File: config.mk
export PLATFORM = sky130hd
export DESIGN_NAME = i2cs_addr_ack_slave
export DESIGN_NICKNAME = d
export VERILOG_FILES = /design/src/pkg/i2cs_pkg.sv /design/src/pkg/i2cs_fifo_if.sv /design/src/rtl/i2cs_addr_ack_slave.sv /design/src/rtl/i2cs_rx_fifo.sv
export VERILOG_INCLUDE_DIRS = /design/src /design/src/pkg
export SDC_FILE = /design/constraint.sdc
export NUM_CORES = 1
export LEC_CHECK = 0
export BUFFER_PORTS_ARGS = -buffer_cell sky130_fd_sc_hd__buf_4
export CAP_MARGIN = 20
export CELL_PAD_IN_SITES_DETAIL_PLACEMENT = 1
export CELL_PAD_IN_SITES_GLOBAL_PLACEMENT = 2
export CORE_MARGIN = 2
export CORE_UTILIZATION = 40
export CTS_CLUSTER_DIAMETER = 200
export CTS_CLUSTER_SIZE = 24
export DETAILED_ROUTE_END_ITERATION = 7
export PLACE_DENSITY_LB_ADDON = 0.15
export SLEW_MARGIN = 20
export SYNTH_ARGS = -nofsm -noshare
export SYNTH_HDL_FRONTEND = slang
export SYNTH_SLANG_ARGS = --single-unit
File: constraint.sdc
create_clock -name clk_sys_in -period 4.1 [get_ports clk_sys_in]
set_input_delay 0.615 -clock clk_sys_in [delete_from_list [all_inputs] [get_ports clk_sys_in]]
set_output_delay 0.615 -clock clk_sys_in [all_outputs]
set_load 0.05 [all_outputs]
File: src/pkg/i2cs_defines.svh
// Purpose: shared constants of the slave address and acknowledge engine
// Assumes: included by bare name
// Notes: definitions only
`ifndef I2CS_DEFINES_SVH
`define I2CS_DEFINES_SVH
`define I2CS_DATA_W 8
`define I2CS_FIFO_DEPTH 8
`define I2CS_BIT_CNT_W 4
`define I2CS_BITS_PER_BYTE 4'h8
`define I2CS_TEN_HI_PATTERN 5'h1e
`define I2CS_RW_POS 0
`define I2CS_A98_HI 2
`define I2CS_A98_LO 1
`define I2CS_MODE_TEN_POS 0
`define I2CS_MODE_SSIRQ_POS 1
`define I2CS_ADDR_CMP_MASK 8'hfe
`define I2CS_LINE_IDLE 1'b1
`endif

File: src/pkg/i2cs_pkg.sv
// Purpose: types of the slave address and acknowledge engine
// Assumes: nothing
// Notes: constants live in i2cs_defines.svh
package i2cs_pkg;
  typedef enum logic [2:0] {
    ST_IDLE = 3'h0,
    ST_BITS = 3'h1,
    ST_HOLD8 = 3'h2,
    ST_ACK = 3'h3,
    ST_HOLD9 = 3'h4
  } i2cs_state_t;
  typedef enum logic [1:0] {
    PH_ADDR = 2'h0,
    PH_LO = 2'h1,
    PH_DATA = 2'h2
  } i2cs_phase_t;
endpackage

File: src/pkg/i2cs_fifo_if.sv
// Purpose: stream carrier between the engine and its receive FIFO
// Assumes: one clock domain
// Notes: valid and ready on both sides
`timescale 1ns/1ps
interface i2cs_fifo_if #(parameter int W = 8);
  logic in_valid;
  logic in_ready;
  logic [W-1:0] in_data;
  logic out_valid;
  logic out_ready;
  logic [W-1:0] out_data;
  modport fifo (input in_valid, input in_data, input out_ready,
    output in_ready, output out_valid, output out_data);
  modport engine (output in_valid, output in_data, output out_ready,
    input in_ready, input out_valid, input out_data);
endinterface

File: src/rtl/i2cs_addr_ack_slave.sv
// Purpose: two-wire slave receive engine: conditions, address, acknowledge
// Assumes: clk_sys_in far faster than the bus clock; pins are open-drain
// Notes: transmit data path is outside this block
// Functional notes
// - Stop is data rising while clock is high.
// - Stop counts only after one clock-low interval since Start.
// - Restart acts like Start and restarts the engine at the address byte.
// - 10-bit full write match sets prior-match flag until cleared.
// - Start/Stop irq enables add flags only where mode lacks them.
// - Ninth clock pulse is the acknowledge slot, active low.
// - Sampled acknowledge level goes to received-ack status.
// - Hold enables clear: auto ack; else software ack value.
// - No ack when buffer full or overflow already set.
// - Ack-time status set after eighth fall when hold enabled.
// - Start/Stop mode raises interrupt flag on each condition.
// - Match first byte with primary address and mask.
// - Match first byte also with secondary address and mask.
// - 7-bit mode ignores address byte LSB.
// - 10-bit high byte is 11110, A9, A8, zero.
// - 10-bit: update-address flag and clock hold after each write address byte.
// - 10-bit read only after full write match via Restart.
// - Matching write address clears read/write status, loads, acks.
// - Overflow withholds address ack; overwrite enable relaxes it.
// - Interrupt flag set per byte, held until software clears.
// - Stretch enable holds clock after each acked write byte until release.
// - Start sets start-seen, read clears full, Stop sets stop-seen; here a read clears full only when it empties the FIFO.
// - Data changes while clock low, sampled on clock rise.
// - Start is data falling while clock is high.
// - Bus pins are open-drain: pulled low or released.
`timescale 1ns/1ps
`include "i2cs_defines.svh"
module i2cs_addr_ack_slave
  import i2cs_pkg::*;
(
  input wire logic clk_sys_in,
  input wire logic rstn_in,
  input wire logic scl_in,
  input wire logic sda_in,
  output logic scl_out,
  output logic scl_oe_out,
  output logic sda_out,
  output logic sda_oe_out,
  input wire logic enable_in,
  input wire logic [1:0] port_mode_select_in,
  input wire logic [7:0] own_address_primary_in,
  input wire logic [7:0] own_address_secondary_in,
  input wire logic [7:0] address_mask_primary_in,
  input wire logic [7:0] address_mask_secondary_in,
  input wire logic address_hold_enable_in,
  input wire logic data_hold_enable_in,
  input wire logic start_irq_enable_in,
  input wire logic stop_irq_enable_in,
  input wire logic stretch_enable_in,
  input wire logic buffer_overwrite_enable_in,
  input wire logic ack_data_value_in,
  input wire logic clock_release_in,
  input wire logic own_address_write_in,
  input wire logic irq_clear_in,
  input wire logic overflow_clear_in,
  input wire logic rx_read_in,
  output logic [7:0] rx_data_out,
  output logic buffer_full_flag_out,
  output logic port_interrupt_flag_out,
  output logic receive_overflow_flag_out,
  output logic update_address_flag_out,
  output logic ack_time_status_out,
  output logic received_ack_status_out,
  output logic read_write_status_out,
  output logic start_seen_out,
  output logic stop_seen_out
);
  logic [1:0] scl_sync_reg;
  logic [1:0] sda_sync_reg;
  logic scl_prev_reg;
  logic sda_prev_reg;
  logic scl_now;
  logic sda_now;
  logic scl_rise;
  logic scl_fall;
  logic start_det;
  logic stop_det;
  logic stop_valid;
  logic low_seen_reg;
  i2cs_state_t state_reg;
  i2cs_phase_t phase_reg;
  logic [`I2CS_BIT_CNT_W-1:0] bit_cnt_reg;
  logic [7:0] shift_reg;
  logic accept_reg;
  logic go_on_reg;
  logic wait_addr_reg;
  logic scl_oe_reg;
  logic sda_oe_reg;
  logic line_low_reg;
  logic irq_reg;
  logic ovf_reg;
  logic upd_addr_reg;
  logic ack_time_reg;
  logic rx_ack_reg;
  logic rw_reg;
  logic start_seen_reg;
  logic stop_seen_reg;
  logic prior_match_reg;
  logic ten_bit;
  logic ss_mode;
  logic active;
  logic byte_done;
  logic ack_done;
  logic hi_ok;
  logic hi_match;
  logic lo_match;
  logic match7;
  logic matched;
  logic overflow_cond;
  logic accept;
  logic sw_ack;
  logic ack_pol;
  logic hold8;

  i2cs_fifo_if #(.W(`I2CS_DATA_W)) rxq ();

  i2cs_rx_fifo #(.W(`I2CS_DATA_W), .D(`I2CS_FIFO_DEPTH)) u_fifo (
    .clk_sys_in(clk_sys_in),
    .rstn_in(rstn_in),
    .f(rxq)
  );

  // Masked compare of bits 7:1; mask bit set means compare
  function automatic logic addr_hit(input logic [7:0] b,
    input logic [7:0] a, input logic [7:0] m);
    return ((b ^ a) & m & `I2CS_ADDR_CMP_MASK) == 8'h00;
  endfunction

  always_ff @(posedge clk_sys_in or negedge rstn_in) begin
    if (!rstn_in) begin
      scl_sync_reg <= {2{`I2CS_LINE_IDLE}};
      sda_sync_reg <= {2{`I2CS_LINE_IDLE}};
      scl_prev_reg <= `I2CS_LINE_IDLE;
      sda_prev_reg <= `I2CS_LINE_IDLE;
    end else begin
      scl_sync_reg <= {scl_sync_reg[0], scl_in};
      sda_sync_reg <= {sda_sync_reg[0], sda_in};
      scl_prev_reg <= scl_sync_reg[1];
      sda_prev_reg <= sda_sync_reg[1];
    end
  end

  assign scl_now = scl_sync_reg[1];
  assign sda_now = sda_sync_reg[1];
  assign scl_rise = scl_now && !scl_prev_reg;
  assign scl_fall = !scl_now && scl_prev_reg;
  assign start_det = enable_in && scl_now && scl_prev_reg &&
    !sda_now && sda_prev_reg;
  assign stop_det = enable_in && scl_now && scl_prev_reg &&
    sda_now && !sda_prev_reg;
  assign stop_valid = stop_det && low_seen_reg;

  always_ff @(posedge clk_sys_in or negedge rstn_in) begin
    if (!rstn_in) begin
      low_seen_reg <= 1'b0;
    end else if (start_det || stop_valid) begin
      low_seen_reg <= 1'b0;
    end else if (start_seen_reg && !scl_now) begin
      low_seen_reg <= 1'b1;
    end
  end

  assign ten_bit = port_mode_select_in[`I2CS_MODE_TEN_POS];
  assign ss_mode = port_mode_select_in[`I2CS_MODE_SSIRQ_POS];
  assign active = enable_in && !start_det && !stop_valid;
  assign byte_done = active && state_reg == ST_BITS && scl_fall &&
    bit_cnt_reg == `I2CS_BITS_PER_BYTE;
  assign ack_done = active && state_reg == ST_ACK && scl_fall;

  assign hi_ok = shift_reg[7:3] == `I2CS_TEN_HI_PATTERN &&
    shift_reg[`I2CS_A98_HI:`I2CS_A98_LO] ==
    own_address_primary_in[`I2CS_A98_HI:`I2CS_A98_LO];
  assign hi_match = hi_ok &&
    (!shift_reg[`I2CS_RW_POS] || prior_match_reg);
  assign lo_match = shift_reg == own_address_primary_in;
  assign match7 =
    addr_hit(shift_reg, own_address_primary_in, address_mask_primary_in) ||
    addr_hit(shift_reg, own_address_secondary_in,
      address_mask_secondary_in);

  always_comb begin
    unique case (phase_reg)
      PH_ADDR: matched = ten_bit ? hi_match : match7;
      PH_LO: matched = lo_match;
      PH_DATA: matched = 1'b1;
      default: matched = 1'b0;
    endcase
  end

  // overflow blocks the ack; full FIFO refuses too
  assign overflow_cond = (rxq.out_valid && !buffer_overwrite_enable_in) ||
    ovf_reg || !rxq.in_ready;
  assign accept = matched && !overflow_cond;
  // software ack when a hold option is on
  assign sw_ack = address_hold_enable_in || data_hold_enable_in;
  assign ack_pol = !sw_ack || !ack_data_value_in;
  assign hold8 = matched &&
    (phase_reg == PH_DATA ? data_hold_enable_in : address_hold_enable_in);

  assign rxq.in_valid = byte_done && accept;
  assign rxq.in_data = shift_reg;
  assign rxq.out_ready = rx_read_in;

  always_ff @(posedge clk_sys_in or negedge rstn_in) begin
    if (!rstn_in) begin
      state_reg <= ST_IDLE;
      phase_reg <= PH_ADDR;
      bit_cnt_reg <= '0;
      shift_reg <= 8'h00;
      accept_reg <= 1'b0;
      go_on_reg <= 1'b0;
      wait_addr_reg <= 1'b0;
      scl_oe_reg <= 1'b0;
      sda_oe_reg <= 1'b0;
    end else if (!enable_in || stop_valid) begin
      state_reg <= ST_IDLE;
      phase_reg <= PH_ADDR;
      scl_oe_reg <= 1'b0;
      sda_oe_reg <= 1'b0;
    end else if (start_det) begin
      state_reg <= ST_BITS;
      phase_reg <= PH_ADDR;
      bit_cnt_reg <= '0;
      scl_oe_reg <= 1'b0;
      sda_oe_reg <= 1'b0;
    end else begin
      unique case (state_reg)
        ST_IDLE: begin
          bit_cnt_reg <= '0;
        end
        ST_BITS: begin
          if (scl_rise && bit_cnt_reg != `I2CS_BITS_PER_BYTE) begin
            shift_reg <= {shift_reg[6:0], sda_now};
            bit_cnt_reg <= bit_cnt_reg + `I2CS_BIT_CNT_W'(1);
          end else if (byte_done) begin
            bit_cnt_reg <= '0;
            accept_reg <= accept;
            if (!matched && phase_reg != PH_LO) begin
              state_reg <= ST_IDLE;
            end else if (hold8) begin
              state_reg <= ST_HOLD8;
              scl_oe_reg <= 1'b1;
            end else begin
              state_reg <= ST_ACK;
              sda_oe_reg <= accept && ack_pol;
            end
          end
        end
        ST_HOLD8: begin
          if (clock_release_in) begin
            state_reg <= ST_ACK;
            sda_oe_reg <= accept_reg && ack_pol;
          end
        end
        ST_ACK: begin
          // clock freed a cycle after the ack, so data leads clock
          if (scl_oe_reg) begin
            scl_oe_reg <= 1'b0;
          end
          if (scl_fall) begin
            sda_oe_reg <= 1'b0;
            if (phase_reg == PH_ADDR && ten_bit && sda_oe_reg &&
                !rw_reg) begin
              phase_reg <= PH_LO;
              wait_addr_reg <= 1'b1;
              go_on_reg <= 1'b1;
              state_reg <= ST_HOLD9;
              scl_oe_reg <= 1'b1;
            end else if (phase_reg == PH_LO) begin
              phase_reg <= PH_DATA;
              wait_addr_reg <= 1'b1;
              go_on_reg <= sda_oe_reg;
              state_reg <= ST_HOLD9;
              scl_oe_reg <= 1'b1;
            end else if (!sda_oe_reg || rw_reg) begin
              // Read data path lives elsewhere, so release here
              state_reg <= ST_IDLE;
            end else if (stretch_enable_in) begin
              phase_reg <= PH_DATA;
              wait_addr_reg <= 1'b0;
              go_on_reg <= 1'b1;
              state_reg <= ST_HOLD9;
              scl_oe_reg <= 1'b1;
            end else begin
              phase_reg <= PH_DATA;
              state_reg <= ST_BITS;
            end
          end
        end
        ST_HOLD9: begin
          if (wait_addr_reg ? own_address_write_in : clock_release_in) begin
            scl_oe_reg <= 1'b0;
            state_reg <= go_on_reg ? ST_BITS : ST_IDLE;
          end
        end
        default: begin
          state_reg <= ST_IDLE;
        end
      endcase
    end
  end

  always_ff @(posedge clk_sys_in or negedge rstn_in) begin
    if (!rstn_in) begin
      line_low_reg <= 1'b0;
    end else begin
      line_low_reg <= 1'b0;
    end
  end

  always_ff @(posedge clk_sys_in or negedge rstn_in) begin
    if (!rstn_in) begin
      irq_reg <= 1'b0;
    end else if ((start_det && (ss_mode || start_irq_enable_in)) ||
        (stop_valid && (ss_mode || stop_irq_enable_in)) ||
        (byte_done && hold8) ||
        (ack_done && (sda_oe_reg || phase_reg == PH_LO))) begin
      irq_reg <= 1'b1;
    end else if (irq_clear_in) begin
      irq_reg <= 1'b0;
    end
  end

  always_ff @(posedge clk_sys_in or negedge rstn_in) begin
    if (!rstn_in) begin
      ovf_reg <= 1'b0;
    end else if (byte_done && matched &&
        ((rxq.out_valid && !buffer_overwrite_enable_in) ||
        !rxq.in_ready)) begin
      ovf_reg <= 1'b1;
    end else if (overflow_clear_in) begin
      ovf_reg <= 1'b0;
    end
  end

  always_ff @(posedge clk_sys_in or negedge rstn_in) begin
    if (!rstn_in) begin
      upd_addr_reg <= 1'b0;
    end else if (ack_done && ten_bit && (phase_reg == PH_LO ||
        (phase_reg == PH_ADDR && sda_oe_reg && !rw_reg))) begin
      upd_addr_reg <= 1'b1;
    end else if (own_address_write_in) begin
      upd_addr_reg <= 1'b0;
    end
  end

  always_ff @(posedge clk_sys_in or negedge rstn_in) begin
    if (!rstn_in) begin
      ack_time_reg <= 1'b0;
    end else if (byte_done && matched && sw_ack) begin
      ack_time_reg <= 1'b1;
    end else if (ack_done || start_det || stop_valid || !enable_in) begin
      ack_time_reg <= 1'b0;
    end
  end

  always_ff @(posedge clk_sys_in or negedge rstn_in) begin
    if (!rstn_in) begin
      rx_ack_reg <= 1'b0;
    end else if (active && state_reg == ST_ACK && scl_rise) begin
      rx_ack_reg <= sda_now;
    end
  end

  always_ff @(posedge clk_sys_in or negedge rstn_in) begin
    if (!rstn_in) begin
      rw_reg <= 1'b0;
    end else if (byte_done && matched && phase_reg == PH_ADDR) begin
      rw_reg <= shift_reg[`I2CS_RW_POS];
    end
  end

  always_ff @(posedge clk_sys_in or negedge rstn_in) begin
    if (!rstn_in) begin
      start_seen_reg <= 1'b0;
      stop_seen_reg <= 1'b0;
    end else if (start_det) begin
      start_seen_reg <= 1'b1;
      stop_seen_reg <= 1'b0;
    end else if (stop_valid) begin
      start_seen_reg <= 1'b0;
      stop_seen_reg <= 1'b1;
    end
  end

  always_ff @(posedge clk_sys_in or negedge rstn_in) begin
    if (!rstn_in) begin
      prior_match_reg <= 1'b0;
    end else if (stop_valid) begin
      prior_match_reg <= 1'b0;
    end else if (byte_done && ten_bit && phase_reg == PH_ADDR &&
        (!hi_ok || !shift_reg[`I2CS_RW_POS])) begin
      prior_match_reg <= 1'b0;
    end else if (ack_done && phase_reg == PH_LO && sda_oe_reg) begin
      prior_match_reg <= 1'b1;
    end
  end

  assign scl_out = line_low_reg;
  assign sda_out = line_low_reg;
  assign scl_oe_out = scl_oe_reg;
  assign sda_oe_out = sda_oe_reg;
  assign rx_data_out = rxq.out_data;
  assign buffer_full_flag_out = rxq.out_valid;
  assign port_interrupt_flag_out = irq_reg;
  assign receive_overflow_flag_out = ovf_reg;
  assign update_address_flag_out = upd_addr_reg;
  assign ack_time_status_out = ack_time_reg;
  assign received_ack_status_out = rx_ack_reg;
  assign read_write_status_out = rw_reg;
  assign start_seen_out = start_seen_reg;
  assign stop_seen_out = stop_seen_reg;
endmodule

File: src/rtl/i2cs_rx_fifo.sv
// Purpose: receive FIFO, shift register style, head always in entry 0
// Assumes: single clock
// Notes: all status outputs are flip-flops
`timescale 1ns/1ps
module i2cs_rx_fifo #(
  parameter int W = 8,
  parameter int D = 8
) (
  input wire logic clk_sys_in,
  input wire logic rstn_in,
  i2cs_fifo_if.fifo f
);
  localparam int CW = $clog2(D + 1);
  logic [W-1:0] mem_reg [D];
  logic [CW-1:0] count_reg;
  logic [CW-1:0] count_next;
  logic [CW-1:0] wr_idx;
  logic nonempty_reg;
  logic ready_reg;
  logic push;
  logic pop;

  assign push = f.in_valid && ready_reg;
  assign pop = f.out_ready && nonempty_reg;
  assign wr_idx = pop ? count_reg - CW'(1) : count_reg;

  always_comb begin
    count_next = count_reg;
    if (push && !pop) begin
      count_next = count_reg + CW'(1);
    end else if (pop && !push) begin
      count_next = count_reg - CW'(1);
    end
  end

  always_ff @(posedge clk_sys_in or negedge rstn_in) begin
    if (!rstn_in) begin
      count_reg <= '0;
      nonempty_reg <= 1'b0;
      ready_reg <= 1'b1;
    end else begin
      count_reg <= count_next;
      nonempty_reg <= count_next != '0;
      ready_reg <= count_next != CW'(D);
    end
  end

  // Entries slide toward the head on a pop
  for (genvar i = 0; i < D; i++) begin : g_ent
    always_ff @(posedge clk_sys_in or negedge rstn_in) begin
      if (!rstn_in) begin
        mem_reg[i] <= '0;
      end else if (push && wr_idx == CW'(i)) begin
        mem_reg[i] <= f.in_data;
      end else if (pop && i < D - 1) begin
        mem_reg[i] <= mem_reg[(i + 1) % D];
      end
    end
  end

  assign f.in_ready = ready_reg;
  assign f.out_valid = nonempty_reg;
  assign f.out_data = mem_reg[0];
endmodule

==> out/summary.txt <==
Core Area: 14000 um^2
Mapped Avg Cell Area: 9.68 um^2
# port buffers: 66
Grt peak-use layer: met2
Outcome: completed
Die area: 15400 um^2
Largest net degree at the start of global routing: 47
Vias in the first global route: 4671
Worst-Margin Slew: 986 ps
Pleak: 3.31 nW
Warnings, synthesis: 0
Cells resized by post-CTS repair: 0
Syn Inst Count: 596
Data arrival, critical path: 3450 ps
Synth-to-layout area growth: 16.4%
Hold/Removal Path Class: input port to async pin
Starting Density: 41.3%
Count leader, synth: nand2_1
Data required time of the critical path: 4310 ps
Final hold vios: 0
Final ANT Viol Nets: 0
Shortest period the worst path allows: 3240 ps
# rows: 43
MaxCap Viol Count: 0
Routed length per instance: 18.0 um
H-tree levels: 3
Die height: 124 um
Post-CTS Setup Bufs: 0
Overall Power: 2.70 mW
WL final: 15000 um
Number of remaining DRC errors: 0
CTS tree: yes
Nets@finish: 704
First-pass GRT wire length: 24600 um
CP max FO: 16
Final core utilization: 48.0%
Top cells by count, synth: 104 x nand2_1, 101 x dfrtp_1, 48 x o21ai_0
Worst-path clk slew: 70 ps
Ratio of cells with drive above 1 in the final layout: 23.2%
CTS Buffer Depth: 2
Max IR drop VDD: 436 uV
Count of cell types in the netlist: 56
Synth area leader: dfrtp_1
Met2 Track Usage GR: 31.6%
Sequential area share after synthesis: 47.0%
Clock Skew: 9.47 ps
Power per cell area: 401 nW/um^2
Largest cells by area after synthesis: dfrtp_1 44%, mux2_2 7.6%, mux2i_1 7.5%, nand2_1 6.8%, o21ai_0 4.2%
CP Capture Type: flop
Global routing met1 resource utilization: 30.6%
I/O pin total: 72
Final estimated routing congestion in global placement: 0.799
Die Width: 124 um
DRT iter0 DRCs: 231
Rel. slew slack: 34.0%
Met3 usage: 3.62%
DR vias/cell: 5.40
Initial antenna violation count: 0
RSZ-0062 raised after global routing: no
Final setup violation count: 0
GRT Total Usage: 20.7%
Num Clock Sinks: 108
Final Cycle Share: 79.1%
DP Wirelength: 10800 um
Area share of the largest cell type after synthesis: 43.8%
Cts hold-fix bufs: 0
Max reg flops: 56
Setup TNS: 0 ps
Flops & latches, synth: 108
Number of CTS-inserted buffers: 9
Clk_lat worst skew: 350 ps
WS Path Type: flop to flop
Via count: 4501
Gr ovfl total: 0
Clk root buf: clkbuf_16
Number of enable flip-flop cells after synthesis: 0
Antenna diode count: 0
Top_reg_cell synth: dfrtp_1
First-pass iteration count of the detailed router: 4
Worst setup SP type: flop
Max-slew violations: 0
Synthesized cell area: 5770 um^2
Fraction of registers with async set/reset: 100%
Fmax achieved: 308 MHz
[worst max-delay path, cell delays in order, from the launching register on]
cell and delay, ps:
dfrtp_1 470, xor2_1 190, nor4_1 350, nand2b_1 160
o41ai_4 440, o211ai_1 490, or3_1 760, nor2_1 190
a21oi_1 60
[layout by cell type, fill, tap and decap left out, types with 6 or more instances in the layout]
| master | instances |
|---|---|
| mux2i_1 | 43 |
| buf_4 | 82 |
| inv_1 | 14 |
| nand2b_1 | 8 |
| nor2b_1 | 8 |
| xor2_1 | 17 |
| nand3_1 | 8 |
| a21oi_1 | 30 |
| nand2_1 | 103 |
| nand4_1 | 6 |
| nor3_1 | 8 |
| a22oi_1 | 6 |
| o21ai_0 | 48 |
| nor2_1 | 40 |
| mux2_2 | 39 |
| dfrtp_1 | 101 |
| dfstp_2 | 7 |
| clkbuf_16 | 9 |
| or3_1 | 6 |
[worst paths after layout]
kind,slack (ps),startpoint,to,depth (start not counted)
worst max-delay path,860,rxq.in_data[6],u_fifo.mem_reg[8],8
worst min-delay path,220,rstn_in,stop_seen_out,1
worst max register to register,860,rxq.in_data[6],u_fifo.mem_reg[8],8
worst min register to register,360,sda_sync_reg[0],sda_sync_reg[1],0
max in group asynchronous,3000,rstn_in,u_fifo.mem_reg[51],2
min in group clk_sys_in,360,sda_sync_reg[0],sda_sync_reg[1],0
[final cells by class]
type	instances	area, um^2
Fill cell	1604	7270
Tap cell	180	225
Clock buffer	10	229
Multi-Input combinational cell	434	2800
Sequential cell	108	2710
Inverter	14	52.6
Timing Repair Buffer	82	616
Clock inverter	6	82.6
[metrics by stage]
| step | cells | worst slack [ps] | hold slack (ps) | instance area [um^2] |
|---|---|---|---|---|
| floorplan | 597 | 1330 | 319 | 5780 |
| finish | 834 | 857 | 221 | 6720 |
| CTS | 834 | 823 | 224 | 6720 |
| detailed placement | 818 | 565 | 351 | 6410 |
| global route | 834 | 524 | 239 | 6720 |
| global placement | 818 | 681 | 346 | 6410 |
[kinds of logic after synthesis]
group                    synth area share [%]
AO/OA/AOI/OAI                            11.9
XOR/XNOR                                 3.19
adder cells (fa/ha/maj)                 0.867
buffers and inverters                    4.55
flip-flops                               47.0
multiplexers                             15.1
other                                  0.0650
AND/OR/NAND/NOR                          17.4
[metal layers]
metal / part of all wire (%) / vias up
li1: - / 2163
met1: 49 / 2240
met2: 45 / 92
met3: 4.5 / 6
met4: 0.71 / 0
met5: 0 / -
[where the power goes]
group / leakage (nW) / switching [mW] / internal, mW
Clock: 0.148 / 0.426 / 0.489
Combinational: 1.71 / 0.377 / 0.229
Sequential: 1.46 / 0.0617 / 1.11
Total: 3.31 / 0.865 / 1.83
(Power assumes the default switching activity.)
